### config.mk
export PLATFORM = sky130hd
export DESIGN_NAME = srs_regs
export DESIGN_NICKNAME = d
export VERILOG_FILES = /design/src/rtl/srs_pkg.sv /design/src/rtl/srs_pin_sync.sv /design/src/rtl/srs_regs.sv
export VERILOG_INCLUDE_DIRS = /design/src /design/src/rtl
export SDC_FILE = /design/constraint.sdc
export NUM_CORES = 1
export LEC_CHECK = 0
export BUFFER_PORTS_ARGS = -buffer_cell sky130_fd_sc_hd__buf_2
export CAP_MARGIN = 30
export CORE_MARGIN = 2
export CORE_UTILIZATION = 39
export CTS_CLUSTER_DIAMETER = 100
export CTS_CLUSTER_SIZE = 12
export DETAILED_ROUTE_END_ITERATION = 7
export PLACE_DENSITY = 0.59
export SLEW_MARGIN = 20
export SYNTH_ARGS = -nofsm -noshare
export SYNTH_HDL_FRONTEND = slang
export SYNTH_SLANG_ARGS = --single-unit
export TNS_END_PERCENT = 30
### constraint.sdc
create_clock -name clk_i -period 2.9 [get_ports clk_i]
set_input_delay 0.435 -clock clk_i [delete_from_list [all_inputs] [get_ports clk_i]]
set_output_delay 0.435 -clock clk_i [all_outputs]
set_load 0.1 [all_outputs]
### src/rtl/srs_defs.svh
// Register offsets, field positions and bus constants for the result bank
// Function
// Pressure result is read-only; each new value sets the pressure-fresh flag.
// Temperature result is read-only; each new value sets the temperature-fresh flag.
// Both results are meaningless until the first measurements are transferred.
// A failed configuration-memory check blocks every result update.
// Host trusts results only after both fresh flags have been seen set.
// Host must not use a fixed power-up delay instead of the flags.
// Snapshot bits 15:5 and 0 mirror the live status at read time.
// Reading a result copies its fresh flag into snapshot bit 3 or 4.
// A three-word burst from the temperature address returns both results and snapshot.
// Status bit 0 reads 0 while busy and 1 while idle.
// Reading the pressure result clears the pressure-fresh flag.
// Temperature-fresh sets on update and clears when the temperature result is read.
// A bridge supply failure sets event bit 7.
// A sensor bridge check failure sets event bit 8.
// Status bit 10 shows a saturated computation behind the current results.
// Pressure update while its fresh flag is set raises event bit 14.
// Temperature update while its fresh flag is set raises event bit 15.
// Events stay until one is written to them in live status, not snapshot.
// Writing all ones to live status clears all events together.
// Status-type bits follow their hardware condition directly.
// Serial number is two read-only words, low word then high word.
// Every register except live status and command ignores writes.
// Registers are reached only through the serial interface by the master.
// An event arriving with its clear in the same cycle stays set.
`ifndef SRS_DEFS_SVH
`define SRS_DEFS_SVH

`define SRS_OFF_TEMP      8'h2e
`define SRS_OFF_PRES      8'h30
`define SRS_OFF_SNAP      8'h32
`define SRS_OFF_LIVE      8'h36
`define SRS_OFF_SER_LO    8'h50
`define SRS_OFF_SER_HI    8'h52
`define SRS_ADDR_STEP     8'h02

`define SRS_BIT_IDLE      0
`define SRS_BIT_P_FRESH   3
`define SRS_BIT_T_FRESH   4
`define SRS_BIT_BSF       7
`define SRS_BIT_BCF       8
`define SRS_BIT_SAT       10
`define SRS_BIT_COM_CRC   11
`define SRS_BIT_P_MISSED  14
`define SRS_BIT_T_MISSED  15

`define SRS_EVENT_MASK    16'hcb9e
`define SRS_SNAP_LIVE     16'hffe1
`define SRS_FLAGS_RST     16'h0000
`define SRS_RESULT_RST    16'h0000
`define SRS_WORD_ZERO     16'h0000
`define SRS_BYTE_ZERO     8'h00

`define SRS_BITS_PER_BYTE 4'h8
`define SRS_IDX_DEV       2'h0
`define SRS_IDX_MEM       2'h1
`define SRS_IDX_DATA      2'h2
`define SRS_DEV_ADDR      7'h6d

`endif

### src/rtl/srs_pkg.sv
// Types shared by the result and status register bank
`default_nettype none

package srs_pkg;

	typedef logic [15:0] srs_word_t;
	typedef logic [7:0]  srs_byte_t;

	typedef enum logic [2:0] {
		SRS_IDLE   = 3'b000,
		SRS_RX     = 3'b001,
		SRS_RX_ACK = 3'b010,
		SRS_TX     = 3'b011,
		SRS_TX_ACK = 3'b100
	} srs_state_e;

endpackage : srs_pkg

`default_nettype wire

### src/rtl/srs_pin_sync.sv
// Two-flop synchroniser with edge detection for the serial pins
`timescale 1ns/1ps
`default_nettype none

module srs_pin_sync #(
	parameter int W = 2
) (
	input  wire logic         clk_i,   // System clock
	input  wire logic         rst_i,   // Async reset, active high
	input  wire logic [W-1:0] pin_i,   // Asynchronous pin levels
	output logic      [W-1:0] level_o, // Synchronised level
	output logic      [W-1:0] rise_o,  // One-cycle rising edge
	output logic      [W-1:0] fall_o   // One-cycle falling edge
);

	logic [W-1:0] meta_q;
	logic [W-1:0] sync_q;
	logic [W-1:0] prev_q;

	// Pins idle high on an open-drain bus, so reset to ones
	always_ff @(posedge clk_i or posedge rst_i) begin
		if (rst_i) begin
			meta_q <= '1;
			sync_q <= '1;
			prev_q <= '1;
		end else begin
			meta_q <= pin_i;
			sync_q <= meta_q;
			prev_q <= sync_q;
		end
	end

	assign level_o = sync_q;
	assign rise_o  = sync_q & ~prev_q;
	assign fall_o  = ~sync_q & prev_q;

endmodule : srs_pin_sync

`default_nettype wire

### src/rtl/srs_regs.sv
// Result, status, snapshot and serial registers behind a serial slave port
`timescale 1ns/1ps
`default_nettype none
`include "srs_defs.svh"

module srs_regs
	import srs_pkg::*;
#(
	parameter logic [6:0] DEV_ADDR = `SRS_DEV_ADDR
) (
	input  wire logic        clk_i,                    // System clock
	input  wire logic        rst_i,                    // Async reset
	input  wire logic        scl_i,                    // Serial clock pin
	input  wire logic        sda_i,                    // Serial data pin
	output logic             sda_o,                    // Data drive value
	output logic             sda_oe_o,                 // Pull data low
	input  wire logic        meas_t_valid_i,           // New temperature
	input  wire logic [15:0] meas_t_i,                 // Temperature value
	input  wire logic        meas_p_valid_i,           // New pressure
	input  wire logic [15:0] meas_p_i,                 // Pressure value
	input  wire logic        config_memory_crc_fail_i, // Config check failed
	input  wire logic        busy_i,                   // Chip is busy
	input  wire logic        bridge_supply_fault_i,    // Supply fault pulse
	input  wire logic        bridge_check_fault_i,     // Bridge fault pulse
	input  wire logic        dsp_saturated_i,          // Saturation level
	input  wire logic        com_crc_error_i,          // Comm CRC error pulse
	input  wire logic [31:0] serial_number_i           // Chip serial number
);

	logic [1:0] pin_level;
	logic [1:0] pin_rise;
	logic [1:0] pin_fall;

	srs_pin_sync #(
		.W (2)
	) u_sync (
		.clk_i   (clk_i),
		.rst_i   (rst_i),
		.pin_i   ({scl_i, sda_i}),
		.level_o (pin_level),
		.rise_o  (pin_rise),
		.fall_o  (pin_fall)
	);

	logic scl_lvl;
	logic sda_lvl;
	logic scl_rise;
	logic scl_fall;
	logic start_det;
	logic stop_det;

	assign scl_lvl   = pin_level[1];
	assign sda_lvl   = pin_level[0];
	assign scl_rise  = pin_rise[1];
	assign scl_fall  = pin_fall[1];
	// Data moving while the clock is high frames a transfer
	assign start_det = pin_fall[0] & scl_lvl;
	assign stop_det  = pin_rise[0] & scl_lvl;

	srs_state_e state_q;
	srs_state_e state_d;
	logic [3:0] bit_cnt_q;
	logic [3:0] bit_cnt_d;
	logic [1:0] byte_idx_q;
	logic [1:0] byte_idx_d;
	logic       rw_q;
	logic       rw_d;
	logic       hi_phase_q;
	logic       hi_phase_d;
	logic       sda_oe_q;
	logic       sda_oe_d;
	srs_byte_t  addr_q;
	srs_byte_t  addr_d;
	srs_byte_t  shift_q;
	srs_byte_t  shift_d;
	srs_byte_t  hold_q;
	srs_byte_t  hold_d;
	srs_word_t  temp_q;
	srs_word_t  temp_d;
	srs_word_t  pres_q;
	srs_word_t  pres_d;
	srs_word_t  ev_q;
	srs_word_t  ev_d;
	logic [1:0] snap_q;
	logic [1:0] snap_d;

	srs_word_t  live_view;
	srs_word_t  snap_view;

	// Status-type bits are wired straight from their conditions
	always_comb begin
		live_view                  = ev_q;
		live_view[`SRS_BIT_IDLE]   = ~busy_i;
		live_view[`SRS_BIT_SAT]    = dsp_saturated_i;
	end

	always_comb begin
		snap_view                   = live_view & `SRS_SNAP_LIVE;
		snap_view[`SRS_BIT_P_FRESH] = snap_q[0];
		snap_view[`SRS_BIT_T_FRESH] = snap_q[1];
	end

	// Read mux; unmapped addresses return zero
	function automatic srs_word_t read_word(
		input srs_byte_t a,
		input srs_word_t t,
		input srs_word_t p,
		input srs_word_t live,
		input srs_word_t snap,
		input logic [31:0] ser
	);
		srs_word_t w;
		w = `SRS_WORD_ZERO;
		if (a == `SRS_OFF_TEMP) begin
			w = t;
		end else if (a == `SRS_OFF_PRES) begin
			w = p;
		end else if (a == `SRS_OFF_SNAP) begin
			w = snap;
		end else if (a == `SRS_OFF_LIVE) begin
			w = live;
		end else if (a == `SRS_OFF_SER_LO) begin
			w = ser[15:0];
		end else if (a == `SRS_OFF_SER_HI) begin
			w = ser[31:16];
		end
		return w;
	endfunction : read_word

	logic      load_req;
	logic      rd_temp;
	logic      rd_pres;
	logic      wr_live;
	srs_word_t wr_data;
	srs_word_t rd_word;
	srs_byte_t tx_byte;
	logic      t_upd;
	logic      p_upd;
	srs_word_t ev_set;
	srs_word_t ev_clr;

	// Serial slave: byte framing, acknowledge and word assembly
	always_comb begin
		state_d    = state_q;
		bit_cnt_d  = bit_cnt_q;
		byte_idx_d = byte_idx_q;
		rw_d       = rw_q;
		hi_phase_d = hi_phase_q;
		sda_oe_d   = sda_oe_q;
		addr_d     = addr_q;
		shift_d    = shift_q;
		hold_d     = hold_q;
		load_req   = 1'b0;
		wr_live    = 1'b0;
		wr_data    = {shift_q, hold_q};
		rd_temp    = 1'b0;
		rd_pres    = 1'b0;
		rd_word    = `SRS_WORD_ZERO;
		tx_byte    = `SRS_BYTE_ZERO;
		case (state_q)
			SRS_IDLE: begin
				sda_oe_d = 1'b0;
			end
			SRS_RX: begin
				if (scl_rise) begin
					shift_d   = {shift_q[6:0], sda_lvl};
					bit_cnt_d = bit_cnt_q + 4'h1;
				end else if (scl_fall && bit_cnt_q == `SRS_BITS_PER_BYTE) begin
					bit_cnt_d = '0;
					state_d   = SRS_RX_ACK;
					sda_oe_d  = 1'b1;
					if (byte_idx_q == `SRS_IDX_DEV) begin
						rw_d       = shift_q[0];
						byte_idx_d = `SRS_IDX_MEM;
						if (shift_q[7:1] != DEV_ADDR) begin
							sda_oe_d = 1'b0;
							state_d  = SRS_IDLE;
						end
					end else if (byte_idx_q == `SRS_IDX_MEM) begin
						addr_d     = shift_q;
						hi_phase_d = 1'b0;
						byte_idx_d = `SRS_IDX_DATA;
					end else if (!hi_phase_q) begin
						hold_d     = shift_q;
						hi_phase_d = 1'b1;
					end else begin
						// Protected words are acknowledged but dropped
						wr_live    = (addr_q == `SRS_OFF_LIVE);
						hi_phase_d = 1'b0;
						addr_d     = addr_q + `SRS_ADDR_STEP;
					end
				end
			end
			SRS_RX_ACK: begin
				if (scl_fall) begin
					if (rw_q) begin
						load_req = 1'b1;
					end else begin
						sda_oe_d = 1'b0;
						state_d  = SRS_RX;
					end
				end
			end
			SRS_TX: begin
				if (scl_rise) begin
					bit_cnt_d = bit_cnt_q + 4'h1;
				end else if (scl_fall) begin
					if (bit_cnt_q == `SRS_BITS_PER_BYTE) begin
						sda_oe_d = 1'b0;
						state_d  = SRS_TX_ACK;
					end else begin
						shift_d  = {shift_q[6:0], 1'b0};
						sda_oe_d = ~shift_q[6];
					end
				end
			end
			SRS_TX_ACK: begin
				// Master not acknowledging ends the burst
				if (scl_rise && sda_lvl) begin
					state_d = SRS_IDLE;
				end else if (scl_fall) begin
					load_req = 1'b1;
				end
			end
			default: begin
				state_d = SRS_IDLE;
			end
		endcase

		// Low byte fetches the word and fires read effects; address steps
		// by one word, which gives the three-word burst from temperature.
		if (load_req) begin
			if (!hi_phase_q) begin
				rd_word = read_word(addr_q, temp_q, pres_q, live_view,
					snap_view, serial_number_i);
				tx_byte    = rd_word[7:0];
				hold_d     = rd_word[15:8];
				hi_phase_d = 1'b1;
				rd_temp    = (addr_q == `SRS_OFF_TEMP);
				rd_pres    = (addr_q == `SRS_OFF_PRES);
			end else begin
				tx_byte    = hold_q;
				hi_phase_d = 1'b0;
				addr_d     = addr_q + `SRS_ADDR_STEP;
			end
			shift_d   = tx_byte;
			sda_oe_d  = ~tx_byte[7];
			bit_cnt_d = '0;
			state_d   = SRS_TX;
		end

		// Framing overrides whatever the byte engine was doing
		if (start_det) begin
			state_d    = SRS_RX;
			bit_cnt_d  = '0;
			byte_idx_d = `SRS_IDX_DEV;
			hi_phase_d = 1'b0;
			sda_oe_d   = 1'b0;
		end else if (stop_det) begin
			state_d  = SRS_IDLE;
			sda_oe_d = 1'b0;
		end
	end

	// Results, events and snapshot bits
	always_comb begin
		// A failed configuration check freezes both results while its input stays high
		t_upd  = meas_t_valid_i & ~config_memory_crc_fail_i;
		p_upd  = meas_p_valid_i & ~config_memory_crc_fail_i;
		temp_d = t_upd ? meas_t_i : temp_q;
		pres_d = p_upd ? meas_p_i : pres_q;

		ev_set                    = `SRS_WORD_ZERO;
		ev_set[`SRS_BIT_P_FRESH]  = p_upd;
		ev_set[`SRS_BIT_T_FRESH]  = t_upd;
		ev_set[`SRS_BIT_BSF]      = bridge_supply_fault_i;
		ev_set[`SRS_BIT_BCF]      = bridge_check_fault_i;
		ev_set[`SRS_BIT_COM_CRC]  = com_crc_error_i;
		ev_set[`SRS_BIT_P_MISSED] = p_upd & ev_q[`SRS_BIT_P_FRESH];
		ev_set[`SRS_BIT_T_MISSED] = t_upd & ev_q[`SRS_BIT_T_FRESH];

		ev_clr                    = wr_live ? wr_data : `SRS_WORD_ZERO;
		ev_clr[`SRS_BIT_P_FRESH]  = ev_clr[`SRS_BIT_P_FRESH] | rd_pres;
		ev_clr[`SRS_BIT_T_FRESH]  = ev_clr[`SRS_BIT_T_FRESH] | rd_temp;

		// Set beats clear so a coincident event survives
		ev_d = ((ev_q & ~ev_clr) | ev_set) & `SRS_EVENT_MASK;

		snap_d = snap_q;
		if (rd_pres) begin
			snap_d[0] = ev_q[`SRS_BIT_P_FRESH];
		end
		if (rd_temp) begin
			snap_d[1] = ev_q[`SRS_BIT_T_FRESH];
		end
	end

	always_ff @(posedge clk_i or posedge rst_i) begin
		if (rst_i) begin
			state_q    <= SRS_IDLE;
			bit_cnt_q  <= '0;
			byte_idx_q <= `SRS_IDX_DEV;
			rw_q       <= 1'b0;
			hi_phase_q <= 1'b0;
			sda_oe_q   <= 1'b0;
			addr_q     <= `SRS_BYTE_ZERO;
			shift_q    <= `SRS_BYTE_ZERO;
			hold_q     <= `SRS_BYTE_ZERO;
			temp_q     <= `SRS_RESULT_RST;
			pres_q     <= `SRS_RESULT_RST;
			ev_q       <= `SRS_FLAGS_RST;
			snap_q     <= '0;
		end else begin
			state_q    <= state_d;
			bit_cnt_q  <= bit_cnt_d;
			byte_idx_q <= byte_idx_d;
			rw_q       <= rw_d;
			hi_phase_q <= hi_phase_d;
			sda_oe_q   <= sda_oe_d;
			addr_q     <= addr_d;
			shift_q    <= shift_d;
			hold_q     <= hold_d;
			temp_q     <= temp_d;
			pres_q     <= pres_d;
			ev_q       <= ev_d;
			snap_q     <= snap_d;
		end
	end

	// Open drain: the line is only ever pulled low
	assign sda_o    = 1'b0;
	assign sda_oe_o = sda_oe_q;

endmodule : srs_regs

`default_nettype wire

==> flow_summary.json <==
{
  "status": "finished clean",
  "design_power_total_w": 0.00275,
  "routedWlPerCell_microns": 19.4,
  "synth.cells.most_frequent": "dfrtp_1 (80), mux2_2 (46), nand2_1 (36), a21oi_1 (30), nor2_1 (23)",
  "depth_of_the_cts_h_tree": 3,
  "final_core_utilization_pct": 46.8,
  "vdd_ir_drop_max_mv": 0.224,
  "rows": 40,
  "hold_violations": 0,
  "synth_edf_count": 0,
  "p_leak_nw": 2.37,
  "synth_ff_type": "dfrtp_1",
  "sum_of_met3_wire_segment_lengths_after_detailed_routing_microns": 588,
  "cp-startpoint": "state_q[1]",
  "hold_path_class": "in -> async",
  "total_of_buffers_placed_on_input_and_output_ports": 76,
  "fmaxAchievable_mhz": 427,
  "globalplace.congestion": 0.862,
  "post_synthesis_async_set_or_reset_flop_share_pct": 100,
  "clock-root-buffer": "clkbuf_16",
  "grt_pass1_vias": 4008,
  "dr.pass1.iters": 6,
  "fillers": 1153,
  "pin_count_of_the_biggest_net_entering_global_routing": 49,
  "metal_1_wl_mm": 6.41,
  "ys_seq_elements": 86,
  "clkSinkCount": 86,
  "seqCellArea_sq_mm": 0.00216,
  "grt_antenna_before_repair": 0,
  "synthTopCellsByArea": "dfrtp_1 (42%), mux2_2 (11%), mux2i_1 (3.3%)",
  "finalCritPeriodShare_pct": 80.8,
  "clkLatencyLatePin_ns": 0.34,
  "routed_wl_mm": 13.3,
  "finalClockSkew_ns": 0.00583,
  "drt-initial-drc-count": 325,
  "setup-violations-final": 0,
  "r2r_start": "state_q[1]",
  "share_of_post_route_cells_with_drive_strength_above_1_pct": 32.3,
  "netlist_area_sq_mm": 0.00479,
  "synth.largest_area_cell": "dfrtp_1",
  "total_via_count_after_detailed_routing": 4041,
  "most_common_cell_in_the_synthesized_netlist": "dfrtp_1",
  "count_of_antenna_diodes_in_the_layout": 0,
  "critical_path_required_ns": 3.13,
  "synth-warning-count": 0,
  "avgSynthCellArea_sq_um": 10.4,
  "crit_fanout": 16,
  "io_pins": 78,
  "fp.dieH_microns": 115,
  "multi_input_comb_area_sq_mm": 0.00246,
  "dieArea_sq_mm": 0.0132,
  "coreArea_sq_mm": 0.0120,
  "quantity_of_gates_resized_following_cts": 0,
  "worst_slew_pin_slew_ns": 0.735,
  "start_util_pct": 39.9,
  "power_density_mw_per_mm2": 488,
  "grt_pass1_wl_mm": 21.6,
  "critical_path_arrival_ns": 2.58,
  "clock_transition_time_at_the_flip_flop_clock_pins_of_the_worst_setup_and_hold_paths_ns": 0.07,
  "cts_post_setup_buffers_inserted": 0,
  "place.detailed.hpwl_mm": 9.74,
  "timing.hold.ws_ns": 0.167,
  "ant_nets": 0,
  "gr-usage-all-layers_pct": 21.3,
  "grt_remaining_overflow": 0,
  "die_span_x_microns": 115,
  "synth_largest_type_area_fraction_pct": 41.8,
  "yosysSeqAreaShare_pct": 45.1,
  "post-route-min-period_ns": 2.34,
  "fin_nets": 615,
  "rsz0062_at_grt": "no",
  "post_synth_num_cell_types": 70,
  "drt_drc_violations_left": 0,
  "netlist_instances": 462,
  "via_per_inst": 5.87,
  "clock_path_buffers": 2,
  "top_layer": "met4",
  "cts_hold_buffers_added": 0,
  "postSynthNetCount": 541,
  "end_kind": "register",
  "maxSlewViolCount": 0,
  "timing.setup.critical_path_class": "reg -> reg",
  "met2WireLength_mm": 6.11,
  "syn2layout_area_growth_pct": 17.4,
  "maxCapViolCount": 0,
  "finalSetupTns_ns": 0,
  "slew_headroom_pct": 51.0,
  "crit_path_start_kind": "register",
  "worst-r2r-setup-slack_ns": 0.56,
  "cts_made_buffers": 9,
  "cts_tree": "yes"
}
per-layer routing:
metal  track usage [%]  up-vias
met3              3.64       14
met1              30.9     2015
met5                 0        -
met4              6.83        0
li1                  -     1887
met2              32.6      125
where the power goes:
part / leakage (nW) / internal [W] / switching, W
combinational: 1.25 / 0.000151 / 0.000124
sequential: 1.00 / 0.00130 / 0.0000883
clock: 0.125 / 0.000587 / 0.000501
cell usage in the layout, fill, tap and decap left out, types with 4 or more instances in the layout:
master / n
nor2b_1: 8
o21bai_1: 4
o22ai_1: 5
nor2_1: 23
or3_1: 4
buf_2: 76
o21ai_0: 12
nand3_1: 20
a22oi_1: 5
buf_4: 14
and3_1: 13
and2_1: 6
clkbuf_16: 9
a21oi_1: 30
a222oi_1: 6
dfstp_2: 6
mux2_2: 46
inv_1: 8
o211ai_1: 4
a22o_1: 4
mux2i_1: 16
nand3b_1: 4
nor3_1: 12
a221oi_1: 4
nand2_1: 36
a21o_1: 5
dfrtp_1: 80
a211oi_1: 4
a32oi_1: 4
critical path, stage by stage (launching register included):
cell	delay [ns]
dfrtp_1	0.52
nand2b_1	0.24
a211o_1	0.53
nor2_1	0.33
buf_4	0.24
nand2_1	0.09
mux2_2	0.27
stage by stage:
step | setup slack [ns] | std cells | instance area [sq um]
after floorplan | 0.253 | 462 | 4790
after global placement | 0.648 | 672 | 5350
after detailed placement | 0.590 | 672 | 5350
after CTS | 0.584 | 688 | 5620
after global routing | 0.446 | 688 | 5620
final | 0.557 | 688 | 5620
layout make-up:
type	instances	area share (%)
clock inverters	6	0.868
multi-input cells	339	43.8
well taps	147	3.27
repair buffers	91	8.99
clock buffers	10	4.07
flip-flops and latches	86	38.4
inverters	9	0.623
logic make-up after synthesis:
logic type               share of synthesized area (%)
AO/OA/AOI/OAI                                     16.8
XOR/XNOR                                         0.549
adder cells (fa/ha/maj)                          0.784
buffers and inverters                             3.60
flip-flops                                        45.1
multiplexers                                      14.2
other                                           0.0783
AND/OR/NAND/NOR                                   18.9
state kept, by name, indices dropped and copies added, names as in the netlist, 3 cells and up:
signal     flops
shift_q        8
temp_q        16
hold_q         8
bit_cnt_q      4
pres_q        16
state_q        3
addr_q         8
ev_q          10
path summary, 6_finish.rpt:
check,end,depth (start not counted)
min,state_q[1],2
max in group asynchronous,shift_q[2],4
min in group clk_i,u_sync.meta_q[1],1
max,snap_q[0],6
min reg2reg,u_sync.level_o[0],0
max reg2reg,snap_q[0],6
No activity file was read; power rests on OpenSTA's default activity.
